==> src/verilog/local_bus_pkg.sv <==
package local_bus_pkg;

  // address and chip-select geometry
  localparam int ADDR_WIDTH  = 20;
  localparam int BLOCK_SHIFT = 10;
  localparam int BLOCK_WIDTH = ADDR_WIDTH - BLOCK_SHIFT;
  localparam int CS_COUNT    = 10;
  localparam int GCS_COUNT   = 8;

  // chip-select slot indices
  localparam int CS_UPPER    = 0;
  localparam int CS_LOWER    = 1;
  localparam int CS_GENERAL  = 2;

  // upper select window after reset: 0ffc00h..0fffffh in 1 kbyte blocks
  localparam logic [BLOCK_WIDTH-1:0] UCS_RESET_START = 10'h3ff;
  localparam logic [BLOCK_WIDTH-1:0] UCS_RESET_STOP  = 10'h3ff;
  localparam logic [BLOCK_WIDTH-1:0] CS_RESET_START  = 10'h000;
  localparam logic [BLOCK_WIDTH-1:0] CS_RESET_STOP   = 10'h000;
  localparam logic [CS_COUNT-1:0]    CS_RESET_ENABLE = 10'h001;
  localparam logic [GCS_COUNT-1:0]   GPO_RESET_VALUE = 8'hff;

  // interrupt type raised on a pending coprocessor error
  localparam logic [7:0] COPROC_ERROR_TYPE = 8'h10;

  typedef enum logic [2:0] {
    PH_IDLE,
    PH_ADDRESS,
    PH_STROBE,
    PH_FINISH,
    PH_HOLD_FLOAT,
    PH_HELD,
    PH_HOLD_RELEASE
  } bus_phase_type;

endpackage

==> src/verilog/chip_select_decode.sv <==
`timescale 1ns/1ps
module chip_select_decode #(
  parameter int ADDR_WIDTH  = 20,
  parameter int BLOCK_SHIFT = 10
) (
  // cycle being run
  input  wire logic [ADDR_WIDTH-1:0]             i_addr,
  input  wire logic                              i_is_io,
  // programmed window
  input  wire logic                              i_enable,
  input  wire logic                              i_match_io,
  input  wire logic [ADDR_WIDTH-BLOCK_SHIFT-1:0] i_start,
  input  wire logic [ADDR_WIDTH-BLOCK_SHIFT-1:0] i_stop,
  // result
  output logic                                   o_hit
);

  logic [ADDR_WIDTH-BLOCK_SHIFT-1:0] block;

  always_comb begin
    block = i_addr[ADDR_WIDTH-1:BLOCK_SHIFT];
    o_hit = i_enable && (i_is_io == i_match_io) && (block >= i_start) && (block <= i_stop);
  end

endmodule // chip_select_decode

==> src/verilog/local_bus_control.sv <==
`timescale 1ns/1ps
module local_bus_control #(
  parameter int ADDR_WIDTH = local_bus_pkg::ADDR_WIDTH,
  parameter int CS_COUNT   = local_bus_pkg::CS_COUNT,
  parameter int GCS_COUNT  = local_bus_pkg::GCS_COUNT
) (
  // clock and reset
  input  wire logic                  i_core_clk,
  input  wire logic                  i_reset,
  // core cycle requests
  input  wire logic                  i_cycle_req,
  input  wire logic                  i_cycle_write,
  input  wire logic                  i_cycle_io,
  input  wire logic                  i_cycle_coproc,
  input  wire logic [ADDR_WIDTH-1:0] i_cycle_addr,
  input  wire logic                  i_lock_request,
  input  wire logic                  i_instr_boundary,
  input  wire logic                  i_idle_mode,
  input  wire logic                  i_powerdown_mode,
  // chip-select programming
  input  wire logic                  i_cs_load,
  input  wire logic [3:0]            i_cs_index,
  input  wire logic [9:0]            i_cs_start,
  input  wire logic [9:0]            i_cs_stop,
  input  wire logic                  i_cs_enable,
  input  wire logic                  i_cs_io,
  input  wire logic                  i_cs_ignore_ready,
  input  wire logic                  i_port_load,
  input  wire logic [GCS_COUNT-1:0]  i_port_value,
  // external pins in
  input  wire logic                  i_ready,
  input  wire logic                  i_hold,
  input  wire logic                  i_coproc_error_n,
  input  wire logic                  i_coproc_transfer_request,
  // bus control pins
  output logic                       o_read_n,
  output logic                       o_write_n,
  output logic                       o_data_buffer_enable_n,
  output logic                       o_buffer_direction,
  output logic                       o_control_oe,
  output logic                       o_lock_n,
  output logic                       o_lock_oe,
  output logic                       o_hold_acknowledge,
  // select pins
  output logic                       o_coprocessor_select_n,
  output logic                       o_upper_chip_select_n,
  output logic                       o_lower_chip_select_n,
  output logic [GCS_COUNT-1:0]       o_general_chip_select_n,
  // core side status
  output logic                       o_cycle_done,
  output logic                       o_error_interrupt,
  output logic [7:0]                 o_error_type,
  output logic                       o_coproc_transfer_pending
);

  typedef struct packed {
    local_bus_pkg::bus_phase_type   phase;
    logic                           ready_meta;
    logic                           ready_sync;
    logic                           hold_meta;
    logic                           hold_sync;
    logic                           error_meta;
    logic                           error_sync;
    logic                           coproc_transfer_request_meta;
    logic                           coproc_transfer_request_sync;
    logic [ADDR_WIDTH-1:0]          addr;
    logic                           write;
    logic                           io;
    logic                           coproc;
    logic [CS_COUNT-1:0][9:0]       cs_start;
    logic [CS_COUNT-1:0][9:0]       cs_stop;
    logic [CS_COUNT-1:0]            cs_enable;
    logic [CS_COUNT-1:0]            cs_io;
    logic [CS_COUNT-1:0]            cs_ignore;
    logic [GCS_COUNT-1:0]           port;
    logic                           read_n;
    logic                           write_n;
    logic                           den_n;
    logic                           direction;
    logic                           control_oe;
    logic                           lock_n;
    logic                           lock_oe;
    logic                           hold_acknowledge;
    logic                           ncs_n;
    logic [CS_COUNT-1:0]            cs_n;
    logic                           done;
    logic                           err_int;
  } bus_state_type;

  bus_state_type       q;
  bus_state_type       d;
  logic [CS_COUNT-1:0] hit;

  genvar gi;
  generate
    for (gi = 0; gi < CS_COUNT; gi++) begin : g_decode
      chip_select_decode #(
        .ADDR_WIDTH  (ADDR_WIDTH),
        .BLOCK_SHIFT (local_bus_pkg::BLOCK_SHIFT)
      ) u_decode (
        .i_addr     (q.addr),
        .i_is_io    (q.io),
        .i_enable   (q.cs_enable[gi]),
        .i_match_io (q.cs_io[gi]),
        .i_start    (q.cs_start[gi]),
        .i_stop     (q.cs_stop[gi]),
        .o_hit      (hit[gi])
      );
    end
  endgenerate

  always_comb begin
    logic in_transfer;
    logic lock_active;
    logic ready_ok;
    logic low_power;
    in_transfer = 1'b0;
    low_power   = i_idle_mode || i_powerdown_mode;
    lock_active = i_lock_request || !q.lock_n;
    ready_ok    = q.ready_sync || |(hit & q.cs_ignore);
    d = q;

    // async pins pass two flops; only the second is looked at
    d.ready_meta = i_ready;
    d.ready_sync = q.ready_meta;
    d.hold_meta  = i_hold;
    d.hold_sync  = q.hold_meta;
    d.error_meta = !i_coproc_error_n;
    d.error_sync = q.error_meta;
    d.coproc_transfer_request_meta = i_coproc_transfer_request;
    d.coproc_transfer_request_sync = q.coproc_transfer_request_meta;
    d.done       = 1'b0;
    d.err_int    = 1'b0;

    if (i_cs_load && (i_cs_index < 4'(CS_COUNT))) begin
      d.cs_start[i_cs_index]  = i_cs_start;
      d.cs_stop[i_cs_index]   = i_cs_stop;
      d.cs_enable[i_cs_index] = i_cs_enable;
      d.cs_io[i_cs_index]     = i_cs_io;
      d.cs_ignore[i_cs_index] = i_cs_ignore_ready;
    end
    if (i_port_load) begin
      d.port = i_port_value;
    end

    unique case (q.phase)
      local_bus_pkg::PH_IDLE: begin
        // hold is only granted between unlocked instructions, never in low power
        if (q.hold_sync && i_instr_boundary && !lock_active && !low_power) begin
          d.phase = local_bus_pkg::PH_HOLD_FLOAT;
        end else if (i_cycle_req && !low_power) begin
          d.phase  = local_bus_pkg::PH_ADDRESS;
          d.addr   = i_cycle_addr;
          d.write  = i_cycle_write;
          d.io     = i_cycle_io;
          d.coproc = i_cycle_coproc;
          d.err_int = i_cycle_coproc && q.error_sync;
        end
      end
      local_bus_pkg::PH_ADDRESS: begin
        d.phase = local_bus_pkg::PH_STROBE;
      end
      local_bus_pkg::PH_STROBE: begin
        in_transfer = 1'b1;
        if (ready_ok) begin
          d.phase = local_bus_pkg::PH_FINISH;
        end
      end
      local_bus_pkg::PH_FINISH: begin
        d.phase = local_bus_pkg::PH_IDLE;
        d.done  = 1'b1;
      end
      local_bus_pkg::PH_HOLD_FLOAT: begin
        d.phase = local_bus_pkg::PH_HELD;
      end
      local_bus_pkg::PH_HELD: begin
        if (!q.hold_sync) begin
          d.phase = local_bus_pkg::PH_HOLD_RELEASE;
        end
      end
      local_bus_pkg::PH_HOLD_RELEASE: begin
        d.phase = local_bus_pkg::PH_IDLE;
      end
      // the eighth code is unused; fall back to a quiet bus
      default: begin
        d.phase = local_bus_pkg::PH_IDLE;
      end
    endcase

    // pin values follow the phase just entered
    d.read_n     = !((d.phase == local_bus_pkg::PH_STROBE) && !d.write);
    d.write_n    = !((d.phase == local_bus_pkg::PH_STROBE) && d.write);
    d.den_n      = !(d.phase == local_bus_pkg::PH_STROBE);
    d.direction  = d.write;
    // controls float from the cycle before acknowledge until the cycle after it drops
    d.control_oe = !(d.phase inside {local_bus_pkg::PH_HOLD_FLOAT, local_bus_pkg::PH_HELD,
                                      local_bus_pkg::PH_HOLD_RELEASE});
    d.hold_acknowledge       = (d.phase == local_bus_pkg::PH_HELD);
    d.lock_oe    = d.control_oe;
    d.lock_n     = !(i_lock_request && d.control_oe);
    d.ncs_n      = !((d.phase == local_bus_pkg::PH_STROBE) && d.coproc);

    for (int i = 0; i < CS_COUNT; i++) begin
      // decode reads the latched address, valid from the address phase on
      if (d.cs_enable[i] && (d.phase == local_bus_pkg::PH_STROBE)) begin
        d.cs_n[i] = !hit[i];
      end else if (i >= local_bus_pkg::CS_GENERAL && !d.cs_enable[i]) begin
        d.cs_n[i] = d.port[i-local_bus_pkg::CS_GENERAL];
      end else begin
        d.cs_n[i] = 1'b1;
      end
    end
    if (in_transfer && ready_ok) begin
      d.cs_n[local_bus_pkg::CS_UPPER] = 1'b1;
      d.cs_n[local_bus_pkg::CS_LOWER] = 1'b1;
    end

    if (i_reset) begin
      d.phase      = local_bus_pkg::PH_IDLE;
      d.cs_start   = '0;
      d.cs_stop    = '0;
      d.cs_start[local_bus_pkg::CS_UPPER] = local_bus_pkg::UCS_RESET_START;
      d.cs_stop[local_bus_pkg::CS_UPPER]  = local_bus_pkg::UCS_RESET_STOP;
      d.cs_enable  = local_bus_pkg::CS_RESET_ENABLE;
      d.cs_io      = '0;
      d.cs_ignore  = '0;
      d.port       = local_bus_pkg::GPO_RESET_VALUE;
      d.addr       = '0;
      d.write      = 1'b0;
      d.io         = 1'b0;
      d.coproc     = 1'b0;
      d.read_n     = 1'b1;
      d.write_n    = 1'b1;
      d.den_n      = 1'b1;
      d.direction  = 1'b0;
      d.control_oe = 1'b0;
      d.lock_n     = 1'b1;
      d.lock_oe    = 1'b0;
      d.hold_acknowledge       = 1'b0;
      d.ncs_n      = 1'b1;
      d.cs_n       = '1;
      d.done       = 1'b0;
      d.err_int    = 1'b0;
    end
  end

  always_ff @(posedge i_core_clk) begin
    q <= d;
  end

  assign o_read_n                  = q.read_n;
  assign o_write_n                 = q.write_n;
  assign o_data_buffer_enable_n    = q.den_n;
  assign o_buffer_direction        = q.direction;
  assign o_control_oe              = q.control_oe;
  assign o_lock_n                  = q.lock_n;
  assign o_lock_oe                 = q.lock_oe;
  assign o_hold_acknowledge        = q.hold_acknowledge;
  assign o_coprocessor_select_n    = q.ncs_n;
  assign o_upper_chip_select_n     = q.cs_n[local_bus_pkg::CS_UPPER];
  assign o_lower_chip_select_n     = q.cs_n[local_bus_pkg::CS_LOWER];
  assign o_general_chip_select_n   = q.cs_n[CS_COUNT-1:local_bus_pkg::CS_GENERAL];
  assign o_cycle_done              = q.done;
  assign o_error_interrupt         = q.err_int;
  assign o_error_type              = local_bus_pkg::COPROC_ERROR_TYPE;
  assign o_coproc_transfer_pending = q.coproc_transfer_request_sync;

endmodule // local_bus_control

==> config.mk <==
export PLATFORM = sky130hd
export DESIGN_NAME = local_bus_control
export DESIGN_NICKNAME = d
export VERILOG_FILES = /design/src/verilog/local_bus_pkg.sv /design/src/verilog/chip_select_decode.sv /design/src/verilog/local_bus_control.sv
export SDC_FILE = /design/constraint.sdc
export NUM_CORES = 1
export LEC_CHECK = 0
export ABC_AREA = 1
export ABC_CLOCK_PERIOD_IN_PS = 4000
export BUFFER_PORTS_ARGS = -buffer_cell sky130_fd_sc_hd__buf_2
export CORE_MARGIN = 4
export CORE_UTILIZATION = 40
export DETAILED_ROUTE_END_ITERATION = 6
export HOLD_SLACK_MARGIN = 0.12
export REMOVE_ABC_BUFFERS = 1
export SLEW_MARGIN = 20
export SYNTH_ARGS = -nofsm -noshare
export SYNTH_HDL_FRONTEND = slang
export SYNTH_SLANG_ARGS = --single-unit
==> constraint.sdc <==
create_clock -name i_core_clk -period 4 [get_ports i_core_clk]
set_input_delay 0.6 -clock i_core_clk [delete_from_list [all_inputs] [get_ports i_core_clk]]
set_output_delay 0.6 -clock i_core_clk [all_outputs]
set_load 0.01 [all_outputs]
**Yosys cells after proc, flatten, opt, wreduce, memory -nomap -nowiden**

Index checks and enable logic that the tools add are counted.
Widths: inputs -> output; s select.

- Input port bits: 71
- Memory bits (read-only): 0
- Bits in latches: 0
- Bits in registers: 291
- Memory bits (writable): 0
- Output and inout bits: 30
- Memories: 0

- $mul: 0
- Add/subtract/negate cells: 0
- Multiplexer cells: 37
- $lt $le $gt $ge: 23
- Div/mod/pow operators: 0
- Eq/ne operators: 19
- Reduce and logical (&&, ||, !) cells: 83
- Bitwise operators: 6
- Shift-type cells: 0

Operator list:

| operator | count |
|---|---|
| $bwmux 100 | 2 |
| $ge 10x10->1 | 10 |
| $le 10x10->1 | 10 |
| $logic_and 1x1->1 | 52 |
| $demux 10 s4 | 1 |
| $bwmux 10 | 3 |
| $mux 30 | 1 |
| $logic_not 1->1 | 21 |
| $mux 3 | 7 |
| $mux 1 | 19 |
| $eq 3x3->1 const B | 5 |
| $pmux 3 s5 | 1 |
| $and 10x10->10 | 1 |
| $eq 1x1->1 | 10 |
| $mux 10 | 1 |
| $reduce_or 10->1 | 1 |
| $eq 3x2->1 const B | 3 |
| $mux 8 | 1 |
| $reduce_or 3->1 | 2 |
| $lt 4x5->1 const B | 1 |
| $not 1->1 | 5 |
| $demux 1 s4 | 1 |
| $ge 4x1->1 const B | 1 |
| $lt 4x4->1 const B | 1 |
| other kinds (6) | 8 |

**Longest topological paths before layout**

- Depth in word-level cells: 14
- Mapped depth: 19

**Cells and area by module**

A second synthesis with hierarchy kept.

- Cells, all modules: 2388
- Area, all modules: 16361.9 µm²

Modules (own cells, without submodules):

| module | area an instance (µm²) | times used | seq. area each (µm²) | cells an instance |
|---|---|---|---|---|
| local_bus_control | 10381.2 | 1 | 5825.6 | 1358 |
| chip_select_decode | 598.1 | 10 | 0.0 | 103 |

**Worst setup path after synthesis**

No wires, ideal clock.

- Kind: reg2reg
- Start: register q[277] in the netlist's numbering
- End: register q (netlist bit o_general_chip_select_n[0])
- Library setup time: 0.109 ns
- Slack: 1.801 ns
- Period minus slack after synthesis: 2.199 ns
- Stages on the path, launching flop included: 15
- Data arrival time: 2.090 ns
- Data required time: 3.891 ns
- Cells stage by stage: dfxtp_1 ha_1 a21oi_1 nand3_1 nand2_1 nand4_1 nand4_1 nand2_1 nor2_2 nand3_2 nand2_2 buf_6 nand4_1 nand2_1 inv_1

- Longest elaborated chain between the ends: 11
- Elaborated cells on any way between the ends: 49
- Those cells by class: order compare: 20; eq/ne: 1; mux: 3; bitwise: 1; reduce/logical: 24

Ends and longest elaborated chain:

| what | line | source |
|---|---|---|
| start: declaration | local_bus_control.sv:90 | `bus_state_type q;` |
| start signal: assignment | local_bus_control.sv:248 | `q <= d;` |
| $ge 10x10->1 | chip_select_decode.sv:22 | `o_hit = i_enable && (i_is_io == i_match_io) && (block >= i_start) && (block <= i_stop);` |
| $logic_and 1x1->1 (2 in a row) | chip_select_decode.sv:22 |  |
| $and 10x10->10 | local_bus_control.sv:120 | `ready_ok = q.ready_sync \|\| \|(hit & q.cs_ignore);` |
| $reduce_or 10->1 | local_bus_control.sv:120 |  |
| $logic_or 1x1->1 | local_bus_control.sv:120 |  |
| $mux 3 | local_bus_control.sv:165 | `if (ready_ok) begin` |
| $pmux 3 s5 | local_bus_control.sv:146 | `unique case (q.phase)` |
| $eq 3x2->1 | local_bus_control.sv:205 | `if (d.cs_enable[i] && (d.phase == local_bus_pkg::PH_STROBE)) begin` |
| $logic_and 1x1->1 | local_bus_control.sv:205 |  |
| $mux 1 (*) | local_bus_control.sv:205 |  |

Every way passes the cells marked *; elsewhere a longest branch is shown, timed or not.
A chain may end at the register's enable or synchronous reset.

**Worst setup path after layout**

- Start: register q[273] in the netlist's numbering
- End: register q (netlist bit o_read_n)

- Longest elaborated chain between the ends: 11
- Elaborated cells on any way between the ends: 48
- Those cells by class: order compare: 20; eq/ne: 1; mux: 2; bitwise: 1; reduce/logical: 24

Ends and longest elaborated chain:

| what | line | source |
|---|---|---|
| $ge 10x10->1 | chip_select_decode.sv:22 |  |
| $logic_and 1x1->1 (2 in a row) | chip_select_decode.sv:22 |  |
| $and 10x10->10 (*) | local_bus_control.sv:120 |  |
| $reduce_or 10->1 (*) | local_bus_control.sv:120 |  |
| $logic_or 1x1->1 (*) | local_bus_control.sv:120 |  |
| $mux 3 (*) | local_bus_control.sv:165 |  |
| $pmux 3 s5 (*) | local_bus_control.sv:146 |  |
| $eq 3x2->1 (*) | local_bus_control.sv:191 | `d.read_n = !((d.phase == local_bus_pkg::PH_STROBE) && !d.write);` |
| $logic_and 1x1->1 (*) | local_bus_control.sv:191 |  |
| $logic_not 1->1 (*) | local_bus_control.sv:191 |  |

Marks and branches as above.

==> results.sh <==
export IMPL_fmax_mhz=344
export IMPL_num_nets_final=2328
export IMPL_cts_tree="done"
export IMPL_drive_gt1_share_pct=9.57
export IMPL_hold_depth=1
export IMPL_ys_seq_area_share_pct=37.0
export IMPL_drt_iter0_drc=610
export IMPL_crit_path_start_kind="flip-flop"
export IMPL_yosys_most_used_dff="dfxtp_1"
export IMPL_die_area_sq_um=41100
export IMPL_io_pins=101
export IMPL_peakVddDrop_v=0.000361
export IMPL_start_util_pct=40.4
export IMPL_synthAdderAreaFrac_pct=16.5
export IMPL_timing_final_hold_violations=0
export IMPL_worst_r2r_endpoint="o_read_n"
export IMPL_utilization_pct=45.5
export IMPL_dr_pass1_iters=7
export IMPL_grt_total_usage_pct=19.5
export IMPL_drt_wl_total_mm=40.8
export IMPL_synth_xor_area_share_pct=0
export IMPL_cap_violations=0
export IMPL_fin_tns_setup_ns=0
export IMPL_required_ns=4.40
export IMPL_hold_path_class="in2reg"
export IMPL_outcome="complete, no violations"
export IMPL_min_from="i_ready"
export IMPL_cts_root_buffer="clkbuf_16"
export IMPL_yosysWarnings=0
export IMPL_wl_per_cell_microns=15.7
export IMPL_cts_htree_levels=2
export IMPL_maxSlewViolCount=0
export IMPL_synth_edf_count=0
export IMPL_grt_max_degree=93
export IMPL_p_sw_uw=1890
export IMPL_synth_compound_area_share_pct=18.5
export IMPL_rr_worst_depth=15
export IMPL_die_x_microns=203
export IMPL_synth_top_family_by_area="compound AO/OA/AOI/OAI gates"
export IMPL_p_leak_uw=0.00769
export IMPL_r2r_start="q[273]"
export IMPL_muxShareOfSynthArea_pct=0.593
export IMPL_power_frac_seq_pct=41.2
export IMPL_power_uw=7030
export IMPL_grt_pass1_vias=12100
export IMPL_p_int_uw=5140
export IMPL_ctsResizeCount=0
export IMPL_finalClockSkew_ns=0.00970
export IMPL_synthArstFlopShare_pct=0
export IMPL_clk_pin_slew_ns=0.06
export IMPL_path_class="reg2reg"
export IMPL_gp_congestion=0.835
export IMPL_dpl_hpwl_mm=28.4
export IMPL_core_sq_um=37600
export IMPL_postCtsSetupBuffers=0
export IMPL_grt_pass1_wl_mm=64.5
export IMPL_antenna_found_initial=3
export IMPL_p_comb_share_pct=14.8
export IMPL_area_growth_pct=12.6
export IMPL_synth_avg_cell_area_sq_um=7.52
export IMPL_worstSetupEndpointType="flip-flop"
export IMPL_min_period_ns=2.91
export IMPL_r2r_slack_ns=1.09
export IMPL_syn_inst=2020
export IMPL_drc=0
export IMPL_rsz0062_at_grt="no"
export IMPL_route_vias_total=12900
export IMPL_chipHeight_microns=203
export IMPL_clockPowerShare_pct=44.0
export IMPL_placed_area_sq_um=16000
export IMPL_tightest_slew_ns=0.861
export IMPL_ctsHoldBuffers=0
export IMPL_cts_sinks=281
export IMPL_ys_ff_latch=281
export IMPL_multiInputGateArea_sq_um=7890
export IMPL_path_max_fanout=14
export IMPL_power_density_nw_per_um2=411
export IMPL_viasPerCell=4.99
export IMPL_cp_arrival_ns=3.30
export IMPL_cts_buffers=34
export IMPL_portBuffers=82
export IMPL_regArea_sq_um=5630
export IMPL_setup_violations=0
export IMPL_hold_end="d[288]"
export IMPL_timing_final_crit_share_pct=72.7
export IMPL_fill_cells=3772
export IMPL_num_rows=71
export IMPL_final_area_sq_um=17100
export IMPL_clk_latency_ns=0.51
export IMPL_p_sw_share_pct=26.8
export IMPL_relSlewSlack_pct=42.5
export IMPL_syn_area_sq_um=15200
export IMPL_ys_types=38
export IMPL_antenna_left=0
export IMPL_clockBufferDepth=3
export IMPL_grt_overflow_total=0
export IMPL_yosys_area_share_simple_pct=16.2
[cell usage after synthesis, types with 8 or more instances]
cell type / count / area share, %
inv_1: 297 / 7.3
dfxtp_1: 281 / 37
nand2_1: 263 / 6.5
a21oi_1: 243 / 8.0
o21ai_0: 231 / 7.6
ha_1: 200 / 16
nor2_1: 176 / 4.4
clkbuf_1: 75 / 1.9
nand3_1: 50 / 1.6
nand4_1: 39 / 1.6
o211ai_1: 23 / 1.1
buf_4: 19 / 0.94
nor3_1: 13 / 0.43
o21bai_1: 13 / 0.64
buf_1: 11 / 0.27
nor2_2: 11 / 0.45
nand2_2: 10 / 0.41
o21a_1: 9 / 0.44
a21o_1: 8 / 0.40
mux2_2: 8 / 0.59
[cell type report]
type / instances / area share, %
Clock inverter: 4 / 0.410
Sequential cell: 281 / 32.9
Antenna cell: 2 / 0.0293
Inverter: 305 / 6.73
Timing Repair Buffer: 109 / 3.88
Multi-Input combinational cell: 1326 / 46.2
Clock buffer: 54 / 6.14
Tap cell: 511 / 3.74
[registers in the layout, summed over array words and instances (netlist names)]
signal,cells
q,256
o_general_chip_select_n,8
d,4
o_buffer_direction,1
o_coproc_transfer_pending,1
o_coprocessor_select_n,1
o_cycle_done,1
o_data_buffer_enable_n,1
o_error_interrupt,1
o_hold_acknowledge,1
o_lock_n,1
o_lock_oe,1
o_lower_chip_select_n,1
o_read_n,1
o_upper_chip_select_n,1
o_write_n,1
[critical path, cell delays in order, from the launching register on]
cell and delay, ns:
dfxtp_1 0.88, buf_4 0.29, ha_1 0.16, inv_1 0.04, o21bai_1 0.11, nand3_1 0.08, nand3_1 0.09, nand2_1 0.17
nand3_2 0.13, nand3_1 0.09, nor2_2 0.09, nand3_2 0.11, nand2_2 0.20, nand3_1 0.14, nor2_2 0.16, nand2_1 0.06
[worst max path at each step]
stage,to,slack (ns),start
floorplan,o_coprocessor_select_n,0.39,i_reset
global placement,o_read_n,1.15,q[273]
detailed placement,o_lower_chip_select_n,1.11,q[273]
CTS,o_lower_chip_select_n,1.09,q[273]
global route,o_lower_chip_select_n,0.82,q[273]
finish,o_read_n,1.09,q[273]
[cells in the final DEF (no fill, tap or decap), types with 3 or more instances in the layout]
cell       synthesis  routed
inv_1            297     296
dfxtp_1          281     281
nand2_1          263     263
a21oi_1          243     243
o21ai_0          231     231
ha_1             200     200
nor2_1           176     176
buf_2              5      82
nand3_1           50      50
nand4_1           39      39
clkbuf_16          0      37
o211ai_1          23      23
buf_4             19      23
nor3_1            13      13
o21bai_1          13      13
nor2_2            11      11
clkbuf_1          75      11
nand2_2           10      10
o21a_1             9       9
mux2_2             8       8
a21o_1             8       8
conb_1             2       8
inv_2              6       6
clkbuf_8           2       6
o21ai_1            4       4
nand3b_1           4       4
buf_12             0       4
nor2_4             3       3
[power by group through the flow]
stage	Sequential [uW]	Combinational, uW	Clock (uW)
final	2900	1040	3090
after CTS	2900	1050	3170
after detailed placement	2960	1040	0
after global routing	2900	1190	3290
after floorplan	2970	652	0
after global placement	2950	1010	0
[metal layers]
layer	vias to the layer above	global-route usage (%)	routed length (microns)
met4	2	5.72	1110
met3	72	3.10	1740
met2	231	33.2	19100
li1	6692	-	-
met1	5931	25.6	18800
met5	-	0	8
[per-stage QoR]
stage	std cells	hold WS (ns)	worst slack [ns]
after floorplan	1912	0.310	0.387
after global placement	2532	0.312	1.15
after detailed placement	2532	0.313	1.11
after CTS	2590	0.172	1.09
after global routing	2591	0.166	0.817
final	2592	0.192	1.09
[cells by family after synthesis]
logic type      Yosys count
compound gates          533
fa+ha+maj               200
buf+inv                 419
flops                   281
mux                       8
other cells               2
simple gates            577
No activity file was read; power rests on OpenSTA's default activity.
